===== config.mk =====
export PLATFORM = sky130hd
export DESIGN_NAME = addressed_relay_shift_latch
export DESIGN_NICKNAME = d
export VERILOG_FILES = /design/src/verilog/addressed_relay_shift_latch.v
export VERILOG_INCLUDE_DIRS = /design/src /design/src/verilog
export SDC_FILE = /design/constraint.sdc
export NUM_CORES = 1
export LEC_CHECK = 0
export BUFFER_PORTS_ARGS = -buffer_cell sky130_fd_sc_hd__buf_2
export CAP_MARGIN = 20
export CORE_AREA = 10 10 87 89
export CTS_CLUSTER_SIZE = 20
export DETAILED_ROUTE_END_ITERATION = 7
export DIE_AREA = 0 0 97 99
export PLACE_DENSITY = 0.66
export RECOVER_POWER = 50
export SLEW_MARGIN = 25
export SYNTH_ARGS = -nofsm -noshare
export SYNTH_HDL_FRONTEND = slang
export SYNTH_SLANG_ARGS = --single-unit

===== constraint.sdc =====
create_clock -name clk -period 3.06 [get_ports clk]
set_input_delay 0.153 -clock clk [delete_from_list [all_inputs] [get_ports clk]]
set_output_delay 0.153 -clock clk [all_outputs]
set_load 0.1 [all_outputs]

===== src/verilog/relay_link_map.vh =====
// Contract
// [RL1] clock and enable both high together start a new transfer cycle.
// [RL2] controller holds enable high, toggles clock, drives serial data.
// [RL3] controller changes data after falling clock edges, fields LSB first.
// [RL4] device samples data on each rising link clock edge into shift register.
// [RL5] first eight bits of a cycle are the target address.
// [RL6] device selected only when address matches its own; else ignores cycle.
// [RL7] next sixteen bits go to channels one upward, first bit channel one.
// [RL8] with clock high, enable pulsed low then high latches shifted bits.
// [RL9] after latch pulse controller lowers enable and clock to end cycle.
// [RL10] own address is A plus four times B; fifteen is never a unit.
// [RL11] outputs hold latched state until a later addressed cycle changes them.
// [RL12] reset clears outputs; foreign or aborted cycles leave them unchanged.
`ifndef RELAY_LINK_MAP_VH
`define RELAY_LINK_MAP_VH
`define ADDR_BITS 8
`define CHAN_BITS 16
`define CNT_BITS 5
`define BROADCAST_ADDR 4'hF
`define OUTPUTS_RESET 16'h0000
`endif

===== src/verilog/addressed_relay_shift_latch.v =====
`timescale 1ns/1ps
`include "relay_link_map.vh"
module addressed_relay_shift_latch
#(
    parameter ADDR_W = `ADDR_BITS,
    parameter CHAN_W = `CHAN_BITS,
    parameter CNT_W = `CNT_BITS,
    parameter SEL_W = 2
)
(
    input wire clk,
    input wire resetn,
    input wire serialDataLine,
    input wire linkClockLine,
    input wire selectEnableLine,
    input wire [SEL_W-1:0] switchA,
    input wire [SEL_W-1:0] switchB,
    output reg [CHAN_W-1:0] relayOut
);
// ************************************************************
// state codes
// ************************************************************
localparam IDLE = 2'b00;
localparam ADDR = 2'b01;
localparam DATA = 2'b10;
localparam DONE = 2'b11;

// ************************************************************
// input synchronisers
// ************************************************************
reg [2:0] sync1_reg;
reg [2:0] sync2_reg;
reg clkPrev_reg;
reg enPrev_reg;
reg [1:0] state_reg;
reg [CNT_W-1:0] count_reg;
reg [ADDR_W-1:0] addr_reg;
reg [CHAN_W-1:0] shift_reg;
reg selected_reg;
reg armed_reg;
// selector straps get their own two stages; ownAddr_reg is the second
// and the only one that the comparator reads
reg [2*SEL_W-1:0] switchSync1_reg;
reg [2*SEL_W-1:0] ownAddr_reg;
wire dataS;
wire clkS;
wire enS;
wire clkRise;
wire enFall;
wire enRise;

// ************************************************************
// link edge detection
// ************************************************************
// each link phase must last at least one clock or an edge is lost
assign dataS = sync2_reg[0];
assign clkS = sync2_reg[1];
assign enS = sync2_reg[2];
assign clkRise = clkS & ~clkPrev_reg;
assign enFall = ~enS & enPrev_reg;
assign enRise = enS & ~enPrev_reg;

always @(posedge clk)
begin
    if (!resetn)
    begin
        sync1_reg <= 3'h0;
        sync2_reg <= 3'h0;
        clkPrev_reg <= 1'b0;
        enPrev_reg <= 1'b0;
    end
    else
    begin
        sync1_reg <= {selectEnableLine, linkClockLine, serialDataLine};
        sync2_reg <= sync1_reg;
        clkPrev_reg <= clkS;
        enPrev_reg <= enS;
    end
end

// ************************************************************
// address selector synchroniser
// ************************************************************
// straps may be turned while powered; two stages keep a
// metastable value away from the comparator
always @(posedge clk)
begin
    if (!resetn)
    begin
        switchSync1_reg <= {(2*SEL_W){1'b0}};
        ownAddr_reg <= {(2*SEL_W){1'b0}};
    end
    else
    begin
        switchSync1_reg <= {switchB, switchA};
        ownAddr_reg <= switchSync1_reg; // [RL10]
    end
end

// ************************************************************
// shift and address helpers
// ************************************************************
// both fields arrive lsb first, so each new bit enters at the top
// and the first bit of the field ends in bit 0
function [ADDR_W-1:0] shiftAddr;
    input [ADDR_W-1:0] cur;
    input bitIn;
    begin
        shiftAddr = {bitIn, cur[ADDR_W-1:1]};
    end
endfunction

function [CHAN_W-1:0] shiftChan;
    input [CHAN_W-1:0] cur;
    input bitIn;
    begin
        shiftChan = {bitIn, cur[CHAN_W-1:1]};
    end
endfunction

// unit address 15 is broadcast, never a match
function addrMatch;
    input [ADDR_W-1:0] rx;
    input [2*SEL_W-1:0] own;
    begin
        addrMatch = (own != `BROADCAST_ADDR) &&
            (rx == {{(ADDR_W-2*SEL_W){1'b0}}, own});
    end
endfunction

localparam [CNT_W-1:0] CNT_ONE = {{(CNT_W-1){1'b0}}, 1'b1};
wire [ADDR_W-1:0] addrNext;
wire [CHAN_W-1:0] chanNext;
assign addrNext = shiftAddr(addr_reg, dataS);
assign chanNext = shiftChan(shift_reg, dataS);

// ************************************************************
// cycle sequencer
// ************************************************************
always @(posedge clk)
begin
    if (!resetn)
    begin
        state_reg <= IDLE;
        count_reg <= {CNT_W{1'b0}};
        addr_reg <= {ADDR_W{1'b0}};
        shift_reg <= {CHAN_W{1'b0}};
        selected_reg <= 1'b0;
        armed_reg <= 1'b0;
        relayOut <= `OUTPUTS_RESET; // [RL12]
    end
    else
    begin
        case (state_reg)
            IDLE:
            begin
                // wait for both lines low first so a stuck-high bus
                // cannot restart a cycle every clock
                if (!clkS && !enS)
                    armed_reg <= 1'b1;
                if (armed_reg && clkS && enS)
                begin
                    state_reg <= ADDR; // [RL1]
                    count_reg <= {CNT_W{1'b0}};
                    selected_reg <= 1'b0;
                    armed_reg <= 1'b0;
                end
            end
            ADDR:
            begin
                // enable dropping mid-address abandons the cycle
                if (!enS)
                    state_reg <= IDLE; // [RL12]
                else if (clkRise)
                begin
                    addr_reg <= addrNext; // [RL4]
                    if (count_reg == ADDR_W - 1) // [RL5]
                    begin
                        count_reg <= {CNT_W{1'b0}};
                        state_reg <= DATA;
                        // a foreign unit still counts the data bits
                        // but never reaches its latch
                        selected_reg <=
                            addrMatch(addrNext, ownAddr_reg); // [RL6] [RL10]
                    end
                    else
                        count_reg <= count_reg + CNT_ONE;
                end
            end
            DATA:
            begin
                if (!enS)
                    state_reg <= IDLE; // [RL12]
                else if (clkRise)
                begin
                    // lsb-first: first bit ends in bit 0, channel 1
                    shift_reg <= chanNext; // [RL7]
                    if (count_reg == CHAN_W - 1)
                        state_reg <= DONE;
                    count_reg <= count_reg + CNT_ONE;
                end
            end
            DONE:
            begin
                // clock must stay high across the latch pulse; a drop
                // here is a cut cycle, and waiting on would let the
                // next cycle start pass for the latch edge
                if (!clkS)
                    state_reg <= IDLE; // [RL12]
                else if (enRise)
                begin
                    if (selected_reg)
                        relayOut <= shift_reg; // [RL8] [RL11]
                    state_reg <= IDLE; // [RL9]
                end
            end
            default:
                state_reg <= IDLE;
        endcase
    end
end
endmodule


# Word-level counts from Yosys, hierarchy flattened
# Cells that the tools add are included.
# Widths: inputs -> output; s select.
[classes] magnitude_cmp=0 div=0 eq_ne=18 shift=0 multipliers=0 reduce_logical=17 n_addsub=1 muxes=24 bitwise=4
[ops] cell="$mux 5" n=6
[ops] cell="$mux 2" n=9
[ops] cell="$ne 3x3->1 const B" n=5
[ops] cell="$pmux 5 s3" n=1
[ops] cell="$ne 2x2->1 const B" n=6
[ops] cell="$reduce_and 6->1" n=2
[ops] cell="$eq 8x4->1" n=1
[ops] cell="$pmux 2 s4" n=1
[ops] cell="$mux 1" n=6
[ops] cell="$reduce_and 3->1" n=2
[ops] cell="$add 5x1->5 const B" n=1
[ops] cell="$eq 5x3->1 const B" n=1
[ops] cell="$eq 5x4->1 const B" n=1
[ops] cell="$reduce_and 5->1" n=1
[ops] cell="$eq 2x2->1 const B" n=2
[ops] cell="$logic_and 1x1->1" n=4
[ops] cell="$ne 4x4->1 const B" n=1
[ops] cell="$reduce_and 4->1" n=1
[ops] cell="$reduce_bool 2->1" n=2
[ops] cell="$reduce_bool 3->1" n=1
[ops] cell="$and 1x1->1" n=2
[ops] cell="$eq 2x1->1 const B" n=1
[ops] cell="$logic_not 1->1" n=2
[ops] cell="$logic_not 2->1" n=1
[ops] cell="other kinds (3)" n=4
[totals] n_memories=0 latchBits=0 mem_bits_rw=0 rom_bits=0 wordCells=77 regBits=65 output_inout_bits=16

# Longest topological paths before layout
[logic_depth] ltp_word=6 depth_mapped=7

# Worst setup path after synthesis
# Ideal clock, no wire load.
[synth_timing] path_kind="reg-to-reg" startpoint="reg state_reg[0]" endpoint="reg count_reg[4]" arrival_ps=1596 path_stages_with_launch=8 synth_period_minus_slack_ps=1666 setup_slack_ps=1394 setup_ps=70 cell_sequence="dfxtp_1 -> inv_1 -> ha_1 -> inv_1 -> a31oi_1 -> clkbuf_1 -> or4b_1 -> a21boi_1"
[synth_via] elab_chain_len=3 word_cells_on_any_way=11 classes_between="eq/ne: 7; mux: 1; reduce/logical: 3"
[synth_lines] item="from (decl)" line_no="addressed_relay_shift_latch.v:35" text="reg [1:0] state_reg;"
[synth_lines] item="from (signal assigned)" line_no="addressed_relay_shift_latch.v:144" text="state_reg <= IDLE;"
[synth_lines] item="from (signal assigned)" line_no="addressed_relay_shift_latch.v:163" text="state_reg <= ADDR;"
[synth_lines] item="from (signal assigned)" line_no="addressed_relay_shift_latch.v:173" text="state_reg <= IDLE;"
[synth_lines] item="$eq 2x1->1, or another cell as far along" line_no="addressed_relay_shift_latch.v:154" text="case (state_reg)"
[synth_lines] item="$ne 2x2->1 (no source line) / $reduce_bool 3->1 (equally long branches)"
[synth_lines] item="$reduce_and 6->1 (no source line)"
[synth_lines] item="to (signal assigned)" line_no="addressed_relay_shift_latch.v:145" text="count_reg <= {CNT_W{1'b0}};"
[synth_lines] item="to (signal assigned)" line_no="addressed_relay_shift_latch.v:164" text="count_reg <= {CNT_W{1'b0}};"
[synth_lines] item="to (signal assigned)" line_no="addressed_relay_shift_latch.v:179" text="count_reg <= {CNT_W{1'b0}};"
[synth_lines] item="to (decl)" line_no="addressed_relay_shift_latch.v:36" text="reg [CNT_W-1:0] count_reg;"
# Parallel ways exist; a longest one is shown, timed or not.
# A chain may end at the register's enable or synchronous reset.

==> results by group <==
Flow run
  – Max-cap violations: 0

Floorplanning
  – # IOs: 25
  – DIE AREA: 9603 µm²
  – Chip width: 97 µm
  – Row count: 28
  – Initial Util: 44.38%
  – Die Y: 99 µm
  – Core footprint: 5851 µm²

Timing
  – RSZ-0062 raised after global routing: no
  – Setup TNS: 0 ns
  – Final setup vio count: 0
  – Fin. Hold Viols: 0
  – Fin Clk Skew: 0.009445 ns
  – Max-slew headroom: 17.89%
  – Fin crit share: 68.80%
  – Fmax: 0.4750 GHz
  – Crit path time final: 2.105 ns
  – Max Slew Vio Count: 0
  – Worst slew pin tran: 1.232 ns

Logic synthesis
  – Post-synthesis cell type count: 41
  – Yosys reg bits: 64
  – Post-synth EDFFs: 0
  – Synthesized instance count: 271
  – Syn_area_per_cell: 9.580 µm²
  – Synth top area share: 49.35%
  – Async SR Flop Fraction: 0%
  – Syn. warnings: 0
  – Top FF cell, synth: dfxtp_1
  – Ranking of synthesized cells by area: dfxtp_1, nand2_1, mux2i_1, a21boi_0, and2_1
  – Synthesized area: 2596 µm²
  – Post-synthesis sequential area ratio: 49.35%
  – Mapped Nets: 286
  – Yosys top cell by area: dfxtp_1

Clock network
  – CTS Buf Count: 9
  – Longest Clk Path Bufs: 2
  – Hold-fix buffers, CTS: 0
  – Clock root buffer: clkbuf_8
  – Post-CTS Setup Bufs: 0
  – CTS tree: done
  – Clock tree sinks: 64
  – PostCTS Resize Cnt: 0
  – Htree depth: 3
  – Later-pin clock latency in the skew report: 0.34 ns
  – Clock slew at reported path FFs: 0.07 ns

Route
  – Post-Route WL: 4.615 mm
  – Drt pass-1 iters: 4
  – Antenna viol nets, final: 0
  – Total number of vias: 1848
  – DR iter-0 viols: 114
  – Routed WL per cell: 12.37 µm
  – Drt drc: 0
  – Via/cell ratio: 4.954

Place
  – Dpl cells: 357
  – Post-DP HPWL: 3.095 mm
  – RD Place Congestion: 0.8035
  – I/O Buffers: 24
  – Area after DPL: 2760 µm²

Layout
  – # fillers: 566
  – Antenna cells: 0
  – Layout cells sized above 1: 10.40%
  – Commonest non-fill, non-tap cells in the layout: dfxtp_1, nand2_1, a21boi_0
  – P&R area growth vs syn: 12.92%
  – Final instance area: 2932 µm²
  – Final std cells w/o fill: 373
  – Final net count: 308
  – Most common cell after layout, fill and taps aside: dfxtp_1

Run status
  – Outcome: complete, no violations

Critical path
  – R2R Path Start: state_reg[0]$_SDFFE_PN0P_
  – Reg2Reg Setup Slack: 1.13 ns
  – Setup CP Type: in -> reg
  – R2R depth: 6
  – Data arrival, critical path: 2.37 ns
  – Worst setup SP type: primary input
  – Capturing point of the worst reg2reg path: count_reg[2]$_SDFFE_PN0P_
  – Crit path launch: resetn
  – Crit-path max FO: 38
  – Crit path capture: state_reg[1]$_SDFFE_PN0P_
  – Req. time, crit path: 3.32 ns
  – Crit. End Element: flip-flop

Global routing
  – Global-route total usage across every layer: 10.20%
  – Vias in the first global route: 1812
  – First-pass GRT wire length: 8.211 mm
  – Total gr overflow: 0
  – Antenna violations before repair: 0
  – Largest net degree at the start of global routing: 39

Worst hold path
  – Hold Path Class: in -> reg

Power and ir drop
  – P_leak: 1.143 nW
  – PwrDens: 572.3 nW/µm²
  – VDD IR max: 0.0003038 V
[synthesized netlist by cell type (3+ instances only)]
| cell type | instances |
|---|---|
| nand2_1 | 56 |
| buf_2 | 3 |
| dfxtp_1 | 64 |
| nand3_1 | 4 |
| mux2i_1 | 19 |
| and2_1 | 20 |
| a21boi_0 | 24 |
| inv_1 | 6 |
| o21ai_0 | 5 |
| nor2b_1 | 18 |
| clkbuf_1 | 10 |
| ha_1 | 6 |
[critical path: stages]
cell,delay (ns)
clkbuf_1,0.73
clkbuf_1,0.98
and2_0,0.25
o211ai_1,0.11
mux2i_1,0.14
[per-stage QoR]
stage	util (%)	hold slack, ns	power (W)	setup slack [ns]
after floorplan	-	0.2803	0.0009669	1.394
after global placement	47.18	0.3573	0.0009892	1.262
after detailed placement	47.18	0.3611	0.0009917	1.158
after CTS	50.53	0.002983	0.001704	1.167
after global routing	50.11	0.009066	0.001765	0.5664
final	50.11	0.01689	0.001678	0.9546
[per-layer routing]
| metal | up-vias | wire, µm | track usage [%] |
|---|---|---|---|
| met5 | - | 0 | 0 |
| li1 | 951 | - | - |
| met3 | 11 | 229 | 4.469 |
| met2 | 36 | 2041 | 16.15 |
| met4 | 0 | 97 | 5.108 |
| met1 | 850 | 2246 | 11.48 |
[worst min-delay path by stage]
stage          cells after the start            from                            end
6_report                           2  serialDataLine        sync1_reg[0]$_SDFF_PN0_
3_5_place_dp                       2  serialDataLine        sync1_reg[0]$_SDFF_PN0_
4_1_cts                            2  serialDataLine        sync1_reg[0]$_SDFF_PN0_
3_3_place_gp                       2   linkClockLine        sync1_reg[1]$_SDFF_PN0_
5_1_grt                            2      switchA[0]  switchSync1_reg[0]$_SDFF_PN0_
2_1_floorplan                      1      switchA[0]  switchSync1_reg[0]$_SDFF_PN0_
[logic make-up after synthesis]
kind of cell	after synthesis	synth area share, %
xor gates and xnor gates	4	1.350
buffers and inverters	20	3.084
DFF	64	49.35
adders and majority gates	6	2.891
muxes	20	7.855
and+or+nand+nor	113	23.13
AOI/OAI and AO/OA	44	12.34
[power by group]
group | switching [W] | internal, W
Clock | 0.000330 | 0.000375
Sequential | 0.00000851 | 0.000846
Combinational | 0.0000671 | 0.0000515
Total | 0.000405 | 0.00127
[layout make-up]
class                      count  area [µm²]  area share [%]
timing repair buffer          25       102.6           3.500
clock buffer                   9       123.9           4.225
multi-input combinational    187        1235           42.13
inverter                       6       22.52          0.7682
tap                           75       93.84           3.201
clock inverter                 7       72.57           2.475
sequential                    64        1281           43.70
Power figures use the tool's default switching activity.
